[src/rtl/pin_mux_regs.svh]
// register offsets, reset values, mode codes and sizes for the pin function mux
// assumes: included by bare name; word addressed register port with 8-bit address
`ifndef PIN_MUX_REGS_SVH
`define PIN_MUX_REGS_SVH

`define PMX_ADDR_W        8
`define PMX_DATA_W        16
`define PMX_NPORT         11
`define PMX_NPIN          88

// ----------------------------------------
// register offsets
// ----------------------------------------
`define PMX_PDATA_BASE    8'h00
`define PMX_PDIR_BASE     8'h10
`define PMX_PIN_BASE      8'h20
`define PMX_BUSCTL        8'h30
`define PMX_ANAEN         8'h31
`define PMX_CMPEN         8'h32
`define PMX_TMREN         8'h33
`define PMX_PWCCTL        8'h34
`define PMX_STATUS        8'h35

// ----------------------------------------
// reset values
// ----------------------------------------
`define PMX_PDATA_RST     8'h00
`define PMX_PDIR_RST      8'h00
`define PMX_BUSCTL_RST    12'h000
`define PMX_ANAEN_RST     16'h0000
`define PMX_CMPEN_RST     8'h00
`define PMX_TMREN_RST     8'h00
`define PMX_PWCCTL_RST    8'h00

// ----------------------------------------
// mode code and protected ram window
// ----------------------------------------
`define PMX_MODE_SINGLE   3'h0
`define PMX_WI_BYTES      512
`define PMX_WI_BASE       16'h0100
`define PMX_RAM_ADDR_W    16

`endif

[src/rtl/pin_mux_pkg.sv]
// types shared by the pin function mux and its surroundings
// assumes: nothing beyond a SystemVerilog compiler
package pin_mux_pkg;

    // bus and function control bits, bit 0 first from the bottom
    typedef struct packed {
        logic capture_en;
        logic irq_en;
        logic tin_en;
        logic higher_addr_en;
        logic high_addr_en;
        logic mid_addr_en;
        logic wrl_en;
        logic wrh_en;
        logic hold_en;
        logic rdy_en;
        logic clk_en;
        logic bus16;
    } bus_ctl_t;

    // what the bus controller wants on the pins
    typedef struct packed {
        logic [23:0] addr;
        logic [15:0] wdata;
        logic        data_oe;
        logic        rd_n;
        logic        write_strobe_upper;
        logic        write_strobe_lower;
        logic        hold_ack_out;
        logic        clk_level;
    } ext_bus_t;

    // peripheral outputs that may own pins
    typedef struct packed {
        logic [7:0] compare_outputs;
        logic [5:0] reload_timer_outputs;
        logic [1:0] pulse_gen_outputs;
        logic [3:0] pulse_width_outputs;
    } periph_out_t;

    // pin levels handed to the core and peripherals
    typedef struct packed {
        logic [15:0] bus_rdata;
        logic        ready;
        logic        hold_req_in;
        logic        ram_write_inhibit_in;
        logic [4:0]  reload_timer_inputs;
        logic [4:0]  ext_irq_edge_inputs;
        logic [1:0]  ext_irq_transfer_inputs;
        logic [3:0]  capture_inputs;
        logic [3:0]  pulse_width_inputs;
    } periph_in_t;

endpackage

[src/rtl/mcu_pin_function_mux.sv]
// pin function mux: picks port bit or peripheral / external bus function per pin
// assumes: all peripheral signals come from logic on ref_clk; pins are asynchronous
// Notes on behaviour
// - port 0: low bus byte when external
// - port 1: high data byte on 16-bit bus
// - port 2: low address byte when external
// - port 3: mid address when enabled
// - port 4 low three: address 16-18
// - port 4 upper five: address 19-23
// - timer input enable feeds upper port 4
// - clock out pin when bus and enabled
// - ready sampled only when enabled on bus
// - hold acknowledge driven when hold enabled
// - hold request accepted only when hold enabled on bus; pin not driven
// - upper write strobe only on 16-bit bus
// - lower write strobe when bus and enabled
// - read strobe in every external mode
// - write inhibit input; port always usable
// - inhibit protects 512-byte ram region
// - ports 6 and 9 analog or open drain
// - port 7 carries compare outputs when enabled
// - port 8 low six: reload timer outputs
// - port 8 upper two: pulse generator outputs
// - port A 0-3 feed capture channels
// - port A 1-4 pulse width in or out
// - interrupt inputs accepted anytime when enabled
//
// The register offsets and strobed register access are this design's own decisions.
`timescale 1ns/1ps
`default_nettype none
`include "pin_mux_regs.svh"

module mcu_pin_function_mux #(
    parameter int NPORT = `PMX_NPORT,
    parameter int NPIN  = `PMX_NPIN
) (
    input  wire logic                      ref_clk,       // machine clock, 20 MHz
    input  wire logic                      rst,           // synchronous reset, high
    input  wire logic                      ce,            // clock enable, freezes all state
    input  wire logic [2:0]                mode_select_inputs, // strapped mode pins
    input  wire logic [`PMX_ADDR_W-1:0]    reg_addr,      // register word address
    input  wire logic [`PMX_DATA_W-1:0]    reg_wdata,     // register write data
    input  wire logic                      reg_wr,        // write strobe
    input  wire logic                      reg_rd,        // read strobe
    output logic      [`PMX_DATA_W-1:0]    reg_rdata,     // read data, cycle after strobe
    input  wire logic [NPIN-1:0]           pin_in,        // pin levels
    output logic      [NPIN-1:0]           pin_out,       // pin drive levels
    output logic      [NPIN-1:0]           pin_oe,        // pin drive enables
    output logic      [15:0]               analog_sel,    // pin routed to converter
    input  wire pin_mux_pkg::ext_bus_t     bus_req,       // bus controller pin values
    input  wire pin_mux_pkg::periph_out_t  periph_out,    // peripheral pin outputs
    output pin_mux_pkg::periph_in_t        periph_in,     // pin levels to peripherals
    input  wire logic                      ram_wr_en,     // core ram write request
    input  wire logic [`PMX_RAM_ADDR_W-1:0] ram_wr_addr,  // core ram write byte address
    output logic                           ram_wr_allow,  // ram write may proceed
    output logic                           ext_bus_on     // external bus mode active
);

    // ----------------------------------------
    // pin and mode synchronisers
    // ----------------------------------------
    logic [NPIN-1:0] pin_meta_r;
    logic [NPIN-1:0] pin_sync_r;
    logic [2:0]      mode_meta_r;
    logic [2:0]      mode_sync_r;

    always_ff @(posedge ref_clk) begin
        if (rst) begin
            pin_meta_r  <= '0;
            pin_sync_r  <= '0;
            mode_meta_r <= `PMX_MODE_SINGLE;
            mode_sync_r <= `PMX_MODE_SINGLE;
        end else if (ce) begin
            pin_meta_r  <= pin_in;
            pin_sync_r  <= pin_meta_r;
            mode_meta_r <= mode_select_inputs;
            mode_sync_r <= mode_meta_r;
        end
    end

    // ----------------------------------------
    // control registers
    // ----------------------------------------
    logic [7:0]             pdata_r [NPORT];
    logic [7:0]             pdir_r  [NPORT];
    pin_mux_pkg::bus_ctl_t  busctl_r;
    logic [15:0]            anaen_r;
    logic [7:0]             cmpen_r;
    logic [7:0]             tmren_r;
    logic [7:0]             pwcctl_r;

    wire ext = (mode_sync_r != `PMX_MODE_SINGLE);

    // ----------------------------------------
    // address decode
    // ----------------------------------------
    wire [`PMX_ADDR_W-1:0] pdata_idx = reg_addr - `PMX_PDATA_BASE;
    wire [`PMX_ADDR_W-1:0] pdir_idx  = reg_addr - `PMX_PDIR_BASE;
    wire [`PMX_ADDR_W-1:0] pin_idx   = reg_addr - `PMX_PIN_BASE;
    wire sel_pdata  = (reg_addr >= `PMX_PDATA_BASE) && (pdata_idx < NPORT[7:0]);
    wire sel_pdir   = (reg_addr >= `PMX_PDIR_BASE) && (pdir_idx < NPORT[7:0]);
    wire sel_pin    = (reg_addr >= `PMX_PIN_BASE) && (pin_idx < NPORT[7:0]);
    wire sel_busctl = (reg_addr == `PMX_BUSCTL);
    wire sel_anaen  = (reg_addr == `PMX_ANAEN);
    wire sel_cmpen  = (reg_addr == `PMX_CMPEN);
    wire sel_tmren  = (reg_addr == `PMX_TMREN);
    wire sel_pwcctl = (reg_addr == `PMX_PWCCTL);
    wire sel_status = (reg_addr == `PMX_STATUS);

    always_ff @(posedge ref_clk) begin
        if (rst) begin
            busctl_r <= `PMX_BUSCTL_RST;
            anaen_r  <= `PMX_ANAEN_RST;
            cmpen_r  <= `PMX_CMPEN_RST;
            tmren_r  <= `PMX_TMREN_RST;
            pwcctl_r <= `PMX_PWCCTL_RST;
        end else if (ce && reg_wr) begin
            if (sel_busctl) begin
                busctl_r <= reg_wdata[11:0];
            end else if (sel_anaen) begin
                anaen_r <= reg_wdata;
            end else if (sel_cmpen) begin
                cmpen_r <= reg_wdata[7:0];
            end else if (sel_tmren) begin
                tmren_r <= reg_wdata[7:0];
            end else if (sel_pwcctl) begin
                pwcctl_r <= reg_wdata[7:0];
            end
        end
    end

    // ----------------------------------------
    // port data and direction, one pair per port
    // ----------------------------------------
    logic [NPIN-1:0] pdata_flat;
    logic [NPIN-1:0] pdir_flat;
    logic [NPIN-1:0] pins_flat;

    for (genvar p = 0; p < NPORT; p++) begin : g_port
        always_ff @(posedge ref_clk) begin
            if (rst) begin
                pdata_r[p] <= `PMX_PDATA_RST;
                pdir_r[p]  <= `PMX_PDIR_RST;
            end else if (ce && reg_wr) begin
                if (sel_pdata && pdata_idx == 8'(p)) begin
                    pdata_r[p] <= reg_wdata[7:0];
                end else if (sel_pdir && pdir_idx == 8'(p)) begin
                    pdir_r[p] <= reg_wdata[7:0];
                end
            end
        end
        assign pdata_flat[p*8 +: 8] = pdata_r[p];
        assign pdir_flat[p*8 +: 8]  = pdir_r[p];
    end
    assign pins_flat = pin_sync_r;

    // ----------------------------------------
    // read port
    // ----------------------------------------
    logic [`PMX_DATA_W-1:0] rdata_nxt;
    logic [`PMX_DATA_W-1:0] rdata_r;

    always_comb begin
        rdata_nxt = '0;
        if (sel_pdata) begin
            rdata_nxt = {8'h00, pdata_flat[pdata_idx[3:0]*8 +: 8]};
        end else if (sel_pdir) begin
            rdata_nxt = {8'h00, pdir_flat[pdir_idx[3:0]*8 +: 8]};
        end else if (sel_pin) begin
            rdata_nxt = {8'h00, pins_flat[pin_idx[3:0]*8 +: 8]};
        end else if (sel_busctl) begin
            rdata_nxt = {4'h0, busctl_r};
        end else if (sel_anaen) begin
            rdata_nxt = anaen_r;
        end else if (sel_cmpen) begin
            rdata_nxt = {8'h00, cmpen_r};
        end else if (sel_tmren) begin
            rdata_nxt = {8'h00, tmren_r};
        end else if (sel_pwcctl) begin
            rdata_nxt = {8'h00, pwcctl_r};
        end else if (sel_status) begin
            rdata_nxt = {12'h000, ext, mode_sync_r};
        end
    end

    always_ff @(posedge ref_clk) begin
        if (rst) begin
            rdata_r <= '0;
        end else if (ce) begin
            rdata_r <= reg_rd ? rdata_nxt : '0;
        end
    end
    assign reg_rdata = rdata_r;

    // ----------------------------------------
    // function ownership per pin
    // ----------------------------------------
    logic [NPIN-1:0] fn_own;
    logic [NPIN-1:0] fn_out;
    logic [NPIN-1:0] fn_oe;

    wire bus16 = ext && busctl_r.bus16;

    // port 0: low bus byte
    assign fn_own[7:0]   = {8{ext}};
    assign fn_out[7:0]   = bus_req.wdata[7:0];
    assign fn_oe[7:0]    = {8{bus_req.data_oe}};
    // port 1: high data byte
    assign fn_own[15:8]  = {8{bus16}};
    assign fn_out[15:8]  = bus_req.wdata[15:8];
    assign fn_oe[15:8]   = {8{bus_req.data_oe}};
    // port 2: low address byte
    assign fn_own[23:16] = {8{ext}};
    assign fn_out[23:16] = bus_req.addr[7:0];
    assign fn_oe[23:16]  = 8'hff;
    // port 3: mid address byte
    assign fn_own[31:24] = {8{ext && busctl_r.mid_addr_en}};
    assign fn_out[31:24] = bus_req.addr[15:8];
    assign fn_oe[31:24]  = 8'hff;
    // port 4: high and top address bits
    assign fn_own[34:32] = {3{ext && busctl_r.high_addr_en}};
    assign fn_own[39:35] = {5{ext && busctl_r.higher_addr_en}};
    assign fn_out[39:32] = bus_req.addr[23:16];
    assign fn_oe[39:32]  = 8'hff;
    // port 5: bus control pins
    assign fn_own[40] = ext && busctl_r.clk_en;
    assign fn_out[40] = bus_req.clk_level;
    assign fn_oe[40]  = 1'b1;
    assign fn_own[41] = ext && busctl_r.rdy_en;
    assign fn_out[41] = 1'b0;
    assign fn_oe[41]  = 1'b0;
    assign fn_own[42] = ext && busctl_r.hold_en;
    assign fn_out[42] = bus_req.hold_ack_out;
    assign fn_oe[42]  = 1'b1;
    assign fn_own[43] = ext && busctl_r.hold_en;
    assign fn_out[43] = 1'b0;
    assign fn_oe[43]  = 1'b0;
    assign fn_own[44] = bus16 && busctl_r.wrh_en;
    assign fn_out[44] = bus_req.write_strobe_upper;
    assign fn_oe[44]  = 1'b1;
    assign fn_own[45] = ext && busctl_r.wrl_en;
    assign fn_out[45] = bus_req.write_strobe_lower;
    assign fn_oe[45]  = 1'b1;
    assign fn_own[46] = ext;
    assign fn_out[46] = bus_req.rd_n;
    assign fn_oe[46]  = 1'b1;
    assign fn_own[47] = 1'b0;
    assign fn_out[47] = 1'b0;
    assign fn_oe[47]  = 1'b0;
    // ports 6 and 9: analog takes the pin off the port driver
    assign fn_own[55:48] = anaen_r[7:0];
    assign fn_own[79:72] = anaen_r[15:8];
    assign fn_out[55:48] = 8'h00;
    assign fn_out[79:72] = 8'h00;
    assign fn_oe[55:48]  = 8'h00;
    assign fn_oe[79:72]  = 8'h00;
    // port 7: compare outputs
    assign fn_own[63:56] = cmpen_r;
    assign fn_out[63:56] = periph_out.compare_outputs;
    assign fn_oe[63:56]  = 8'hff;
    // port 8: reload timer and pulse generator outputs
    assign fn_own[69:64] = tmren_r[5:0];
    assign fn_own[71:70] = tmren_r[7:6];
    assign fn_out[71:64] = {periph_out.pulse_gen_outputs, periph_out.reload_timer_outputs};
    assign fn_oe[71:64]  = 8'hff;
    // port A: pulse width outputs on bits 1-4, rest stay port
    assign fn_own[80]    = 1'b0;
    assign fn_own[84:81] = pwcctl_r[7:4];
    assign fn_own[87:85] = 3'b000;
    assign fn_out[80]    = 1'b0;
    assign fn_out[84:81] = periph_out.pulse_width_outputs;
    assign fn_out[87:85] = 3'b000;
    assign fn_oe[80]     = 1'b0;
    assign fn_oe[84:81]  = 4'hf;
    assign fn_oe[87:85]  = 3'b000;

    // ----------------------------------------
    // pin drive: function overrides port settings
    // ----------------------------------------
    logic [NPIN-1:0] out_nxt;
    logic [NPIN-1:0] oe_nxt;
    logic [NPIN-1:0] out_r;
    logic [NPIN-1:0] oe_r;

    for (genvar i = 0; i < NPIN; i++) begin : g_pin
        localparam bit OPEN_DRAIN = (i >= 48 && i < 56) || (i >= 72 && i < 80);
        if (OPEN_DRAIN) begin : g_od
            // open drain: only ever pulls low
            assign out_nxt[i] = 1'b0;
            assign oe_nxt[i]  = fn_own[i] ? 1'b0 : (pdir_flat[i] && !pdata_flat[i]);
        end else begin : g_pp
            assign out_nxt[i] = fn_own[i] ? fn_out[i] : pdata_flat[i];
            assign oe_nxt[i]  = fn_own[i] ? fn_oe[i] : pdir_flat[i];
        end
    end

    always_ff @(posedge ref_clk) begin
        if (rst) begin
            out_r <= '0;
            oe_r  <= '0;
        end else if (ce) begin
            out_r <= out_nxt;
            oe_r  <= oe_nxt;
        end
    end
    assign pin_out = out_r;
    assign pin_oe  = oe_r;

    // ----------------------------------------
    // pin levels to peripherals
    // ----------------------------------------
    pin_mux_pkg::periph_in_t pin_fn_nxt;
    pin_mux_pkg::periph_in_t pin_fn_r;
    logic [15:0]             ana_r;
    logic                    ext_r;

    always_comb begin
        pin_fn_nxt = '0;
        pin_fn_nxt.bus_rdata = {bus16 ? pins_flat[15:8] : 8'h00, pins_flat[7:0]};
        pin_fn_nxt.ready = fn_own[41] ? pins_flat[41] : 1'b1;
        pin_fn_nxt.hold_req_in = fn_own[43] && pins_flat[43];
        pin_fn_nxt.ram_write_inhibit_in = pins_flat[47];
        pin_fn_nxt.reload_timer_inputs = busctl_r.tin_en ? pins_flat[39:35] : 5'h00;
        pin_fn_nxt.ext_irq_edge_inputs = busctl_r.irq_en ? pins_flat[39:35] : 5'h00;
        pin_fn_nxt.ext_irq_transfer_inputs = busctl_r.irq_en ? pins_flat[86:85] : 2'b00;
        pin_fn_nxt.capture_inputs = busctl_r.capture_en ? pins_flat[83:80] : 4'h0;
        pin_fn_nxt.pulse_width_inputs = pwcctl_r[3:0] & pins_flat[84:81];
    end

    // protected window check for ram writes
    wire [`PMX_RAM_ADDR_W-1:0] wi_off = ram_wr_addr - `PMX_WI_BASE;
    wire in_window = (ram_wr_addr >= `PMX_WI_BASE) && (wi_off < `PMX_WI_BYTES);
    wire allow_nxt = ram_wr_en && !(pins_flat[47] && in_window);

    logic allow_r;

    always_ff @(posedge ref_clk) begin
        if (rst) begin
            pin_fn_r <= '0;
            ana_r    <= '0;
            ext_r    <= 1'b0;
            allow_r  <= 1'b0;
        end else if (ce) begin
            pin_fn_r <= pin_fn_nxt;
            ana_r    <= anaen_r;
            ext_r    <= ext;
            allow_r  <= allow_nxt;
        end
    end
    assign periph_in    = pin_fn_r;
    assign analog_sel   = ana_r;
    assign ext_bus_on   = ext_r;
    assign ram_wr_allow = allow_r;

endmodule

`default_nettype wire

[config.mk]
export PLATFORM = sky130hd
export DESIGN_NAME = mcu_pin_function_mux
export DESIGN_NICKNAME = d
export VERILOG_FILES = /design/src/rtl/pin_mux_pkg.sv /design/src/rtl/mcu_pin_function_mux.sv
export VERILOG_INCLUDE_DIRS = /design/src /design/src/rtl
export SDC_FILE = /design/constraint.sdc
export NUM_CORES = 1
export LEC_CHECK = 0
export BUFFER_PORTS_ARGS = -buffer_cell sky130_fd_sc_hd__clkbuf_2
export CORE_UTILIZATION = 39
export CTS_BUF_LIST = sky130_fd_sc_hd__clkbuf_4 sky130_fd_sc_hd__clkbuf_8 sky130_fd_sc_hd__clkbuf_16
export DETAILED_ROUTE_END_ITERATION = 6
export PLACE_DENSITY_LB_ADDON = 0.15
export SLEW_MARGIN = 10
export SYNTH_ARGS = -nofsm -noshare
export SYNTH_HDL_FRONTEND = slang
export SYNTH_SLANG_ARGS = --single-unit
export TNS_END_PERCENT = 1
[constraint.sdc]
create_clock -name ref_clk -period 2.9 [get_ports ref_clk]
set_clock_uncertainty 0.2 [all_clocks]
set_input_delay 0 -clock ref_clk [delete_from_list [all_inputs] [get_ports ref_clk]]
set_output_delay 0 -clock ref_clk [all_outputs]
set_load 0.1 [all_outputs]
# --- After elaboration in Yosys (flattened, before gate mapping) ---
# Memories as Yosys holds them, arrays and structs flattened.
# Index checks and enable logic that the tools add are counted.
totals:
  regBits: 467
  latchBits: 0
  ram_bits: 176
  romBits: 0
  output_inout_bits: 249
  mem_count: 2
mem_list:
  columns: ["name", "depth", "width", "rd", "rd_clocked_by_memory_dff", "wr", "line", "text"]
  rows:
  - ["pdata_r", 11, 8, 11, 0, 11, "mcu_pin_function_mux.sv:84", "logic [7:0] pdata_r [NPORT];"]
  - ["pdir_r", 11, 8, 11, 0, 11, "mcu_pin_function_mux.sv:85", "logic [7:0] pdir_r [NPORT];"]
classes:
  n_addsub: 3
  mul: 0
  div_mod_pow: 0
  n_lt_le_gt_ge: 8
  eq_ne: 26
  shifts: 3
  n_mux: 289
  bitwise_logic: 27
  reduce_logical: 80
op_table:
  columns: ["op", "n"]
  rows:
  - ["88-bit by 8-bit indexed part select with 8-bit output", 3]
  - ["1-bit two-way mux", 252]
  - ["8-bit two-way mux", 26]
  - ["16-bit two-way mux", 6]
  - ["8-bit by 3-bit equality test with 1-bit output (second input constant)", 8]
  - ["1-bit logical AND", 55]
  - ["8-bit by 4-bit equality test with 1-bit output (second input constant)", 6]
  - ["8-bit by 6-bit equality test with 1-bit output (second input constant)", 6]
  - ["8-bit by 2-bit equality test with 1-bit output (second input constant)", 4]
  - ["8-bit by 4-bit less-than comparator with 1-bit output (second input constant)", 3]
  - ["1-bit OR", 22]
  - ["1-bit logical NOT", 17]
  - ["8-bit by 1-bit equality test with 1-bit output (second input constant)", 2]
  - ["16-bit by 9-bit greater-or-equal comparator with 1-bit output (second input constant)", 1]
  - ["8-bit logical NOT", 2]
  - ["16-bit by 10-bit less-than comparator with 1-bit output (second input constant)", 1]
  - ["16-bit by 9-bit subtractor with 16-bit output (second input constant)", 1]
  - ["5-bit two-way mux", 2]
  - ["8-bit by 1-bit greater-or-equal comparator with 1-bit output (second input constant)", 1]
  - ["8-bit by 5-bit greater-or-equal comparator with 1-bit output (second input constant)", 1]
  - ["8-bit by 6-bit greater-or-equal comparator with 1-bit output (second input constant)", 1]
  - ["4-bit two-way mux", 2]
  - ["8-bit by 5-bit subtractor with 8-bit output (second input constant)", 1]
  - ["8-bit by 6-bit subtractor with 8-bit output (second input constant)", 1]
  - ["other kinds (9)", 12]

# --- Depth between registers and ports, before layout ---
depth:
  word_depth: 11
  mapped_depth: 11
  depth_no_buf: 8

# --- Least setup slack after synthesis ---
# OpenSTA, ideal clock, no wires.
synth_timing:
  path_type: "in2reg"
  start: "input port reg_addr[5]"
  end: "memory pdir_r[8][0] (enable)"
  setup_time_ps: 326
  arrival_ps: 1573
  setup_slack_ps: 801
  path_stages: 7
  n_path_buf: 1
  path_cell_list: "inv_1 -> ha_1 -> nand2b_1 -> xnor2_1 -> nor3_1 -> clkbuf_1 -> a21o_1"
synth_lines:
  columns: ["item", "line", "text"]
  rows:
  - ["start, declared", "mcu_pin_function_mux.sv:41", "input wire logic [`PMX_ADDR_W-1:0] reg_addr,"]
  - ["end, declared", "mcu_pin_function_mux.sv:85", null]

# --- Final worst setup path ---
layout_timing:
  start: "input port reg_addr[5]"
  end: "register rdata_r[6], in the netlist reg_rdata[6]"
layout_via:
  elab_chain_len: 10
layout_lines:
  columns: ["item", "line", "text"]
  rows:
  - ["branches (longest 8 deep; another with 8-bit by 6-bit subtractor with 8-bit output)", null, null]
  - ["16-bit two-way mux (*)", "mcu_pin_function_mux.sv:165", "if (sel_pdata) begin"]
  - ["16-bit two-way mux (*)", "mcu_pin_function_mux.sv:190", "rdata_r <= reg_rd ? rdata_nxt : '0;"]
  - ["end signal, assigned", "mcu_pin_function_mux.sv:190", null]
  - ["end, declared", "mcu_pin_function_mux.sv:161", "logic [`PMX_DATA_W-1:0] rdata_r;"]
# Every way passes the cells marked *.
# A chain may end at the register's enable or synchronous reset.

==> flow_summary.json <==
{
  "outcome": "complete, no violations",
  "avgViaCountPerCell": 5.39,
  "setup_slack_ns": 0.0938,
  "drt_iter0_markers": 2009,
  "place_area_sq_mm": 0.0305,
  "core_area_sq_mm": 0.0688,
  "grt_max_degree": 140,
  "ys_top_cells_by_count": "dfxtp_1 (467), nor2_1 (466), mux2i_1 (284)",
  "p_leak_nw": 15.5,
  "ys_seq_area_frac": 0.538,
  "wirelength_microns": 105000,
  "reg2reg_slack_ns": 0.23,
  "synth_cell_types": 70,
  "p_sw_frac": 0.285,
  "hold_path.class": "input port to flip-flop",
  "dieArea_sq_mm": 0.0707,
  "drive_gt1_frac": 0.216,
  "synth_top_area_cell": "dfxtp_1",
  "clockRootBuffer": "clkbuf_16",
  "startpoint": "reg_addr[5]",
  "cts_buffer_depth": 3,
  "cts_buffers": 72,
  "ir_drop_mv": 0.423,
  "seqPwrFrac": 0.436,
  "synth-main-ff-cell": "dfxtp_1",
  "first_global_vias": 23700,
  "synth.area.top_cells": "dfxtp_1 (34%), edfxtp_1 (19%), mux2i_1 (10%)",
  "cp_cell_sequence": "dlygate4sd3_1 > clkbuf_2 > inv_1 > ha_1 > xor2_1 > or3_1 > or2_4 > a221o_1 > nand4_1 > dlygate4sd3_1 > a21oi_1",
  "rsz0062_at_grt": "false",
  "clk_pin_slew_ns": 0.06,
  "grt_overflow": 0,
  "synth_warnings": 0,
  "drv_slew": 0,
  "power_switching_mw": 6.48,
  "slowest_stage": "dlygate4sd3_1",
  "grt_pass1_wl_microns": 151000,
  "async_reset_ff_frac": 0,
  "cts_tree": "done",
  "place_inst": 3895,
  "routabilityCongestion": 0.938,
  "syn_area_per_cell_sq_um": 10.3,
  "clock.fmax_ghz": 0.356,
  "setup_viol": 0,
  "grt_usage": 0.289,
  "maxSlewHeadroom": 0.289,
  "worstSetupStartpointType": "input port",
  "min_from": "pin_in[53]",
  "max-cap-violations": 0,
  "period_needed_ns": 2.81,
  "synth.most_common_cell": "dfxtp_1",
  "finalSetupTns_ns": 0,
  "drt_first_pass_iters": 5,
  "final_cells": 4393,
  "arrival_ns": 3.07,
  "crit_top_cell": "dlygate4sd3_1",
  "synth_edf_count": 176,
  "worst_slew_pin_slew_ns": 1.06,
  "area_growth_pct": 34.8,
  "crit_required_ns": 3.17,
  "path_class": "input port to flip-flop",
  "post_cts_buffers": 0,
  "place_hpwl_microns": 72100,
  "finalHoldViolCount": 0,
  "antenna_found_initial": 4,
  "r2r_start": "mode_sync_r[1]",
  "place_ws_ns": 0.222,
  "stdcell_area_sq_mm": 0.0366,
  "htreeDepth": 3,
  "io_pins": 452,
  "fp.dieH_microns": 266,
  "fin_total_pwr_mw": 22.8,
  "synth-seq-cells": 643,
  "netlist_area_sq_mm": 0.0272,
  "die_w_microns": 266,
  "drcViolationCount": 0,
  "synth_top_cell_area_share": 0.344,
  "p_int_mw": 16.3,
  "clk_latency_ns": 0.62,
  "post_drt_wl_per_cell_microns": 23.8,
  "combPwrFrac": 0.154,
  "path_max_fanout": 6,
  "slowest_delay_ns": 0.57,
  "fin_crit_sh": 0.968,
  "clkSinkCount": 643,
  "p_clk_frac": 0.410,
  "via_count": 23700,
  "power.density_mw_per_mm2": 621,
  "io_buffers": 427,
  "endpoint_kind": "flip-flop",
  "start_util": 0.395,
  "std_cell_rows": 96,
  "antenna_left": 0,
  "nets": 3609,
  "synth_cells": 2642
}
[worst paths after layout]
| path | endpoint | cells past startpoint |
|---|---|---|
| hold / removal | pin_meta_r[53] | 4 |
| setup / recovery | reg_rdata[6] | 11 |
| setup reg to reg | pin_out[10] | 6 |
| hold reg to reg | reg_rdata[12] | 2 |
[cells by family (layout without fill, tap and decap cells)]
logic type                 after synthesis  count (layout)  share of synthesized area
AOI/OAI and AO/OA                      404             404                      0.101
xor gates and xnor gates                 2               2                   0.000645
adders and majority gates                3               3                    0.00138
buffers and inverters                  240            1044                     0.0405
DFF                                    643             643                      0.538
muxes                                  335             335                      0.145
other                                    1              17                   0.000138
and+or+nand+nor                       1014            1014                      0.172
[critical path: cells and delay by family]
family / cells / cell delay, ns
AOI/OAI and AO/OA: 2 / 0.37
xor gates and xnor gates: 1 / 0.18
adders and majority gates: 1 / 0.23
buffers and inverters: 4 / 1.40
and+or+nand+nor: 3 / 0.87
[final cells by class]
type | count | area (sq um)
Fill cell | 6044 | 32200
Sequential cell | 643 | 14600
Inverter | 14 | 52.6
Multi-Input combinational cell | 1774 | 11500
Timing Repair Buffer | 898 | 6820
Clock buffer | 115 | 2320
Antenna cell | 1 | 2.50
Tap cell | 931 | 1160
Clock inverter | 17 | 118
[cell usage in the layout (no fill, tap or decap), drive strengths merged, types with 20 or more instances in the layout]
cell / n
nor3: 28
nand3: 53
mux4: 47
dlygate4sd3: 361
mux2i: 284
a21o: 20
a211oi: 89
a21oi: 133
o21ai: 32
and3: 74
nand2: 217
nor2: 472
and2: 115
a311oi: 43
edfxtp: 176
dfxtp: 467
buf: 114
clkbuf: 538
[through the flow]
step | hold WS, ns | utilization
after global routing | 0.0172 | 0.532
after floorplan | -0.0640 | -
after detailed placement | 0.0335 | 0.443
final | 0.00894 | 0.532
after CTS | 0.00184 | 0.532
after global placement | 0.0290 | 0.443
[state kept, by name, indices dropped and copies added (netlist names), 12 cells and up]
register and count:
pin_sync_r 88, pdir_r 88, reg_rdata 16, pdata_r 88, periph_in 39, pin_meta_r 88, pin_out 72, pin_oe 88
busctl_r 12, analog_sel 16, anaen_r 16
[power by group through the flow]
stage | Sequential, mW | Clock [mW] | Combinational, mW
2_1_floorplan | 11.1 | 0 | 1.16
3_3_place_gp | 10.1 | 0 | 3.03
3_5_place_dp | 10.1 | 0 | 3.06
4_1_cts | 9.92 | 9.49 | 3.48
5_1_grt | 9.96 | 9.84 | 3.66
6_report | 9.93 | 9.32 | 3.51
[per-layer routing]
| metal | GRT usage | share of wire | vias up |
|---|---|---|---|
| met4 | 0.112 | 0.035 | 2 |
| li1 | - | - | 10900 |
| met5 | 0 | 0.00012 | - |
| met3 | 0.0421 | 0.062 | 202 |
| met1 | 0.374 | 0.42 | 11700 |
| met2 | 0.487 | 0.48 | 913 |
[timing repair]
item / 4_1_cts / 5_1_grt
hold endpoints to repair: 487 / 0
hold buffers: 365 / 0
gates resized for setup: 0 / 4
endpoints found under the setup margin: 0 / 11
Note: power is estimated with default switching activity, not from simulation.
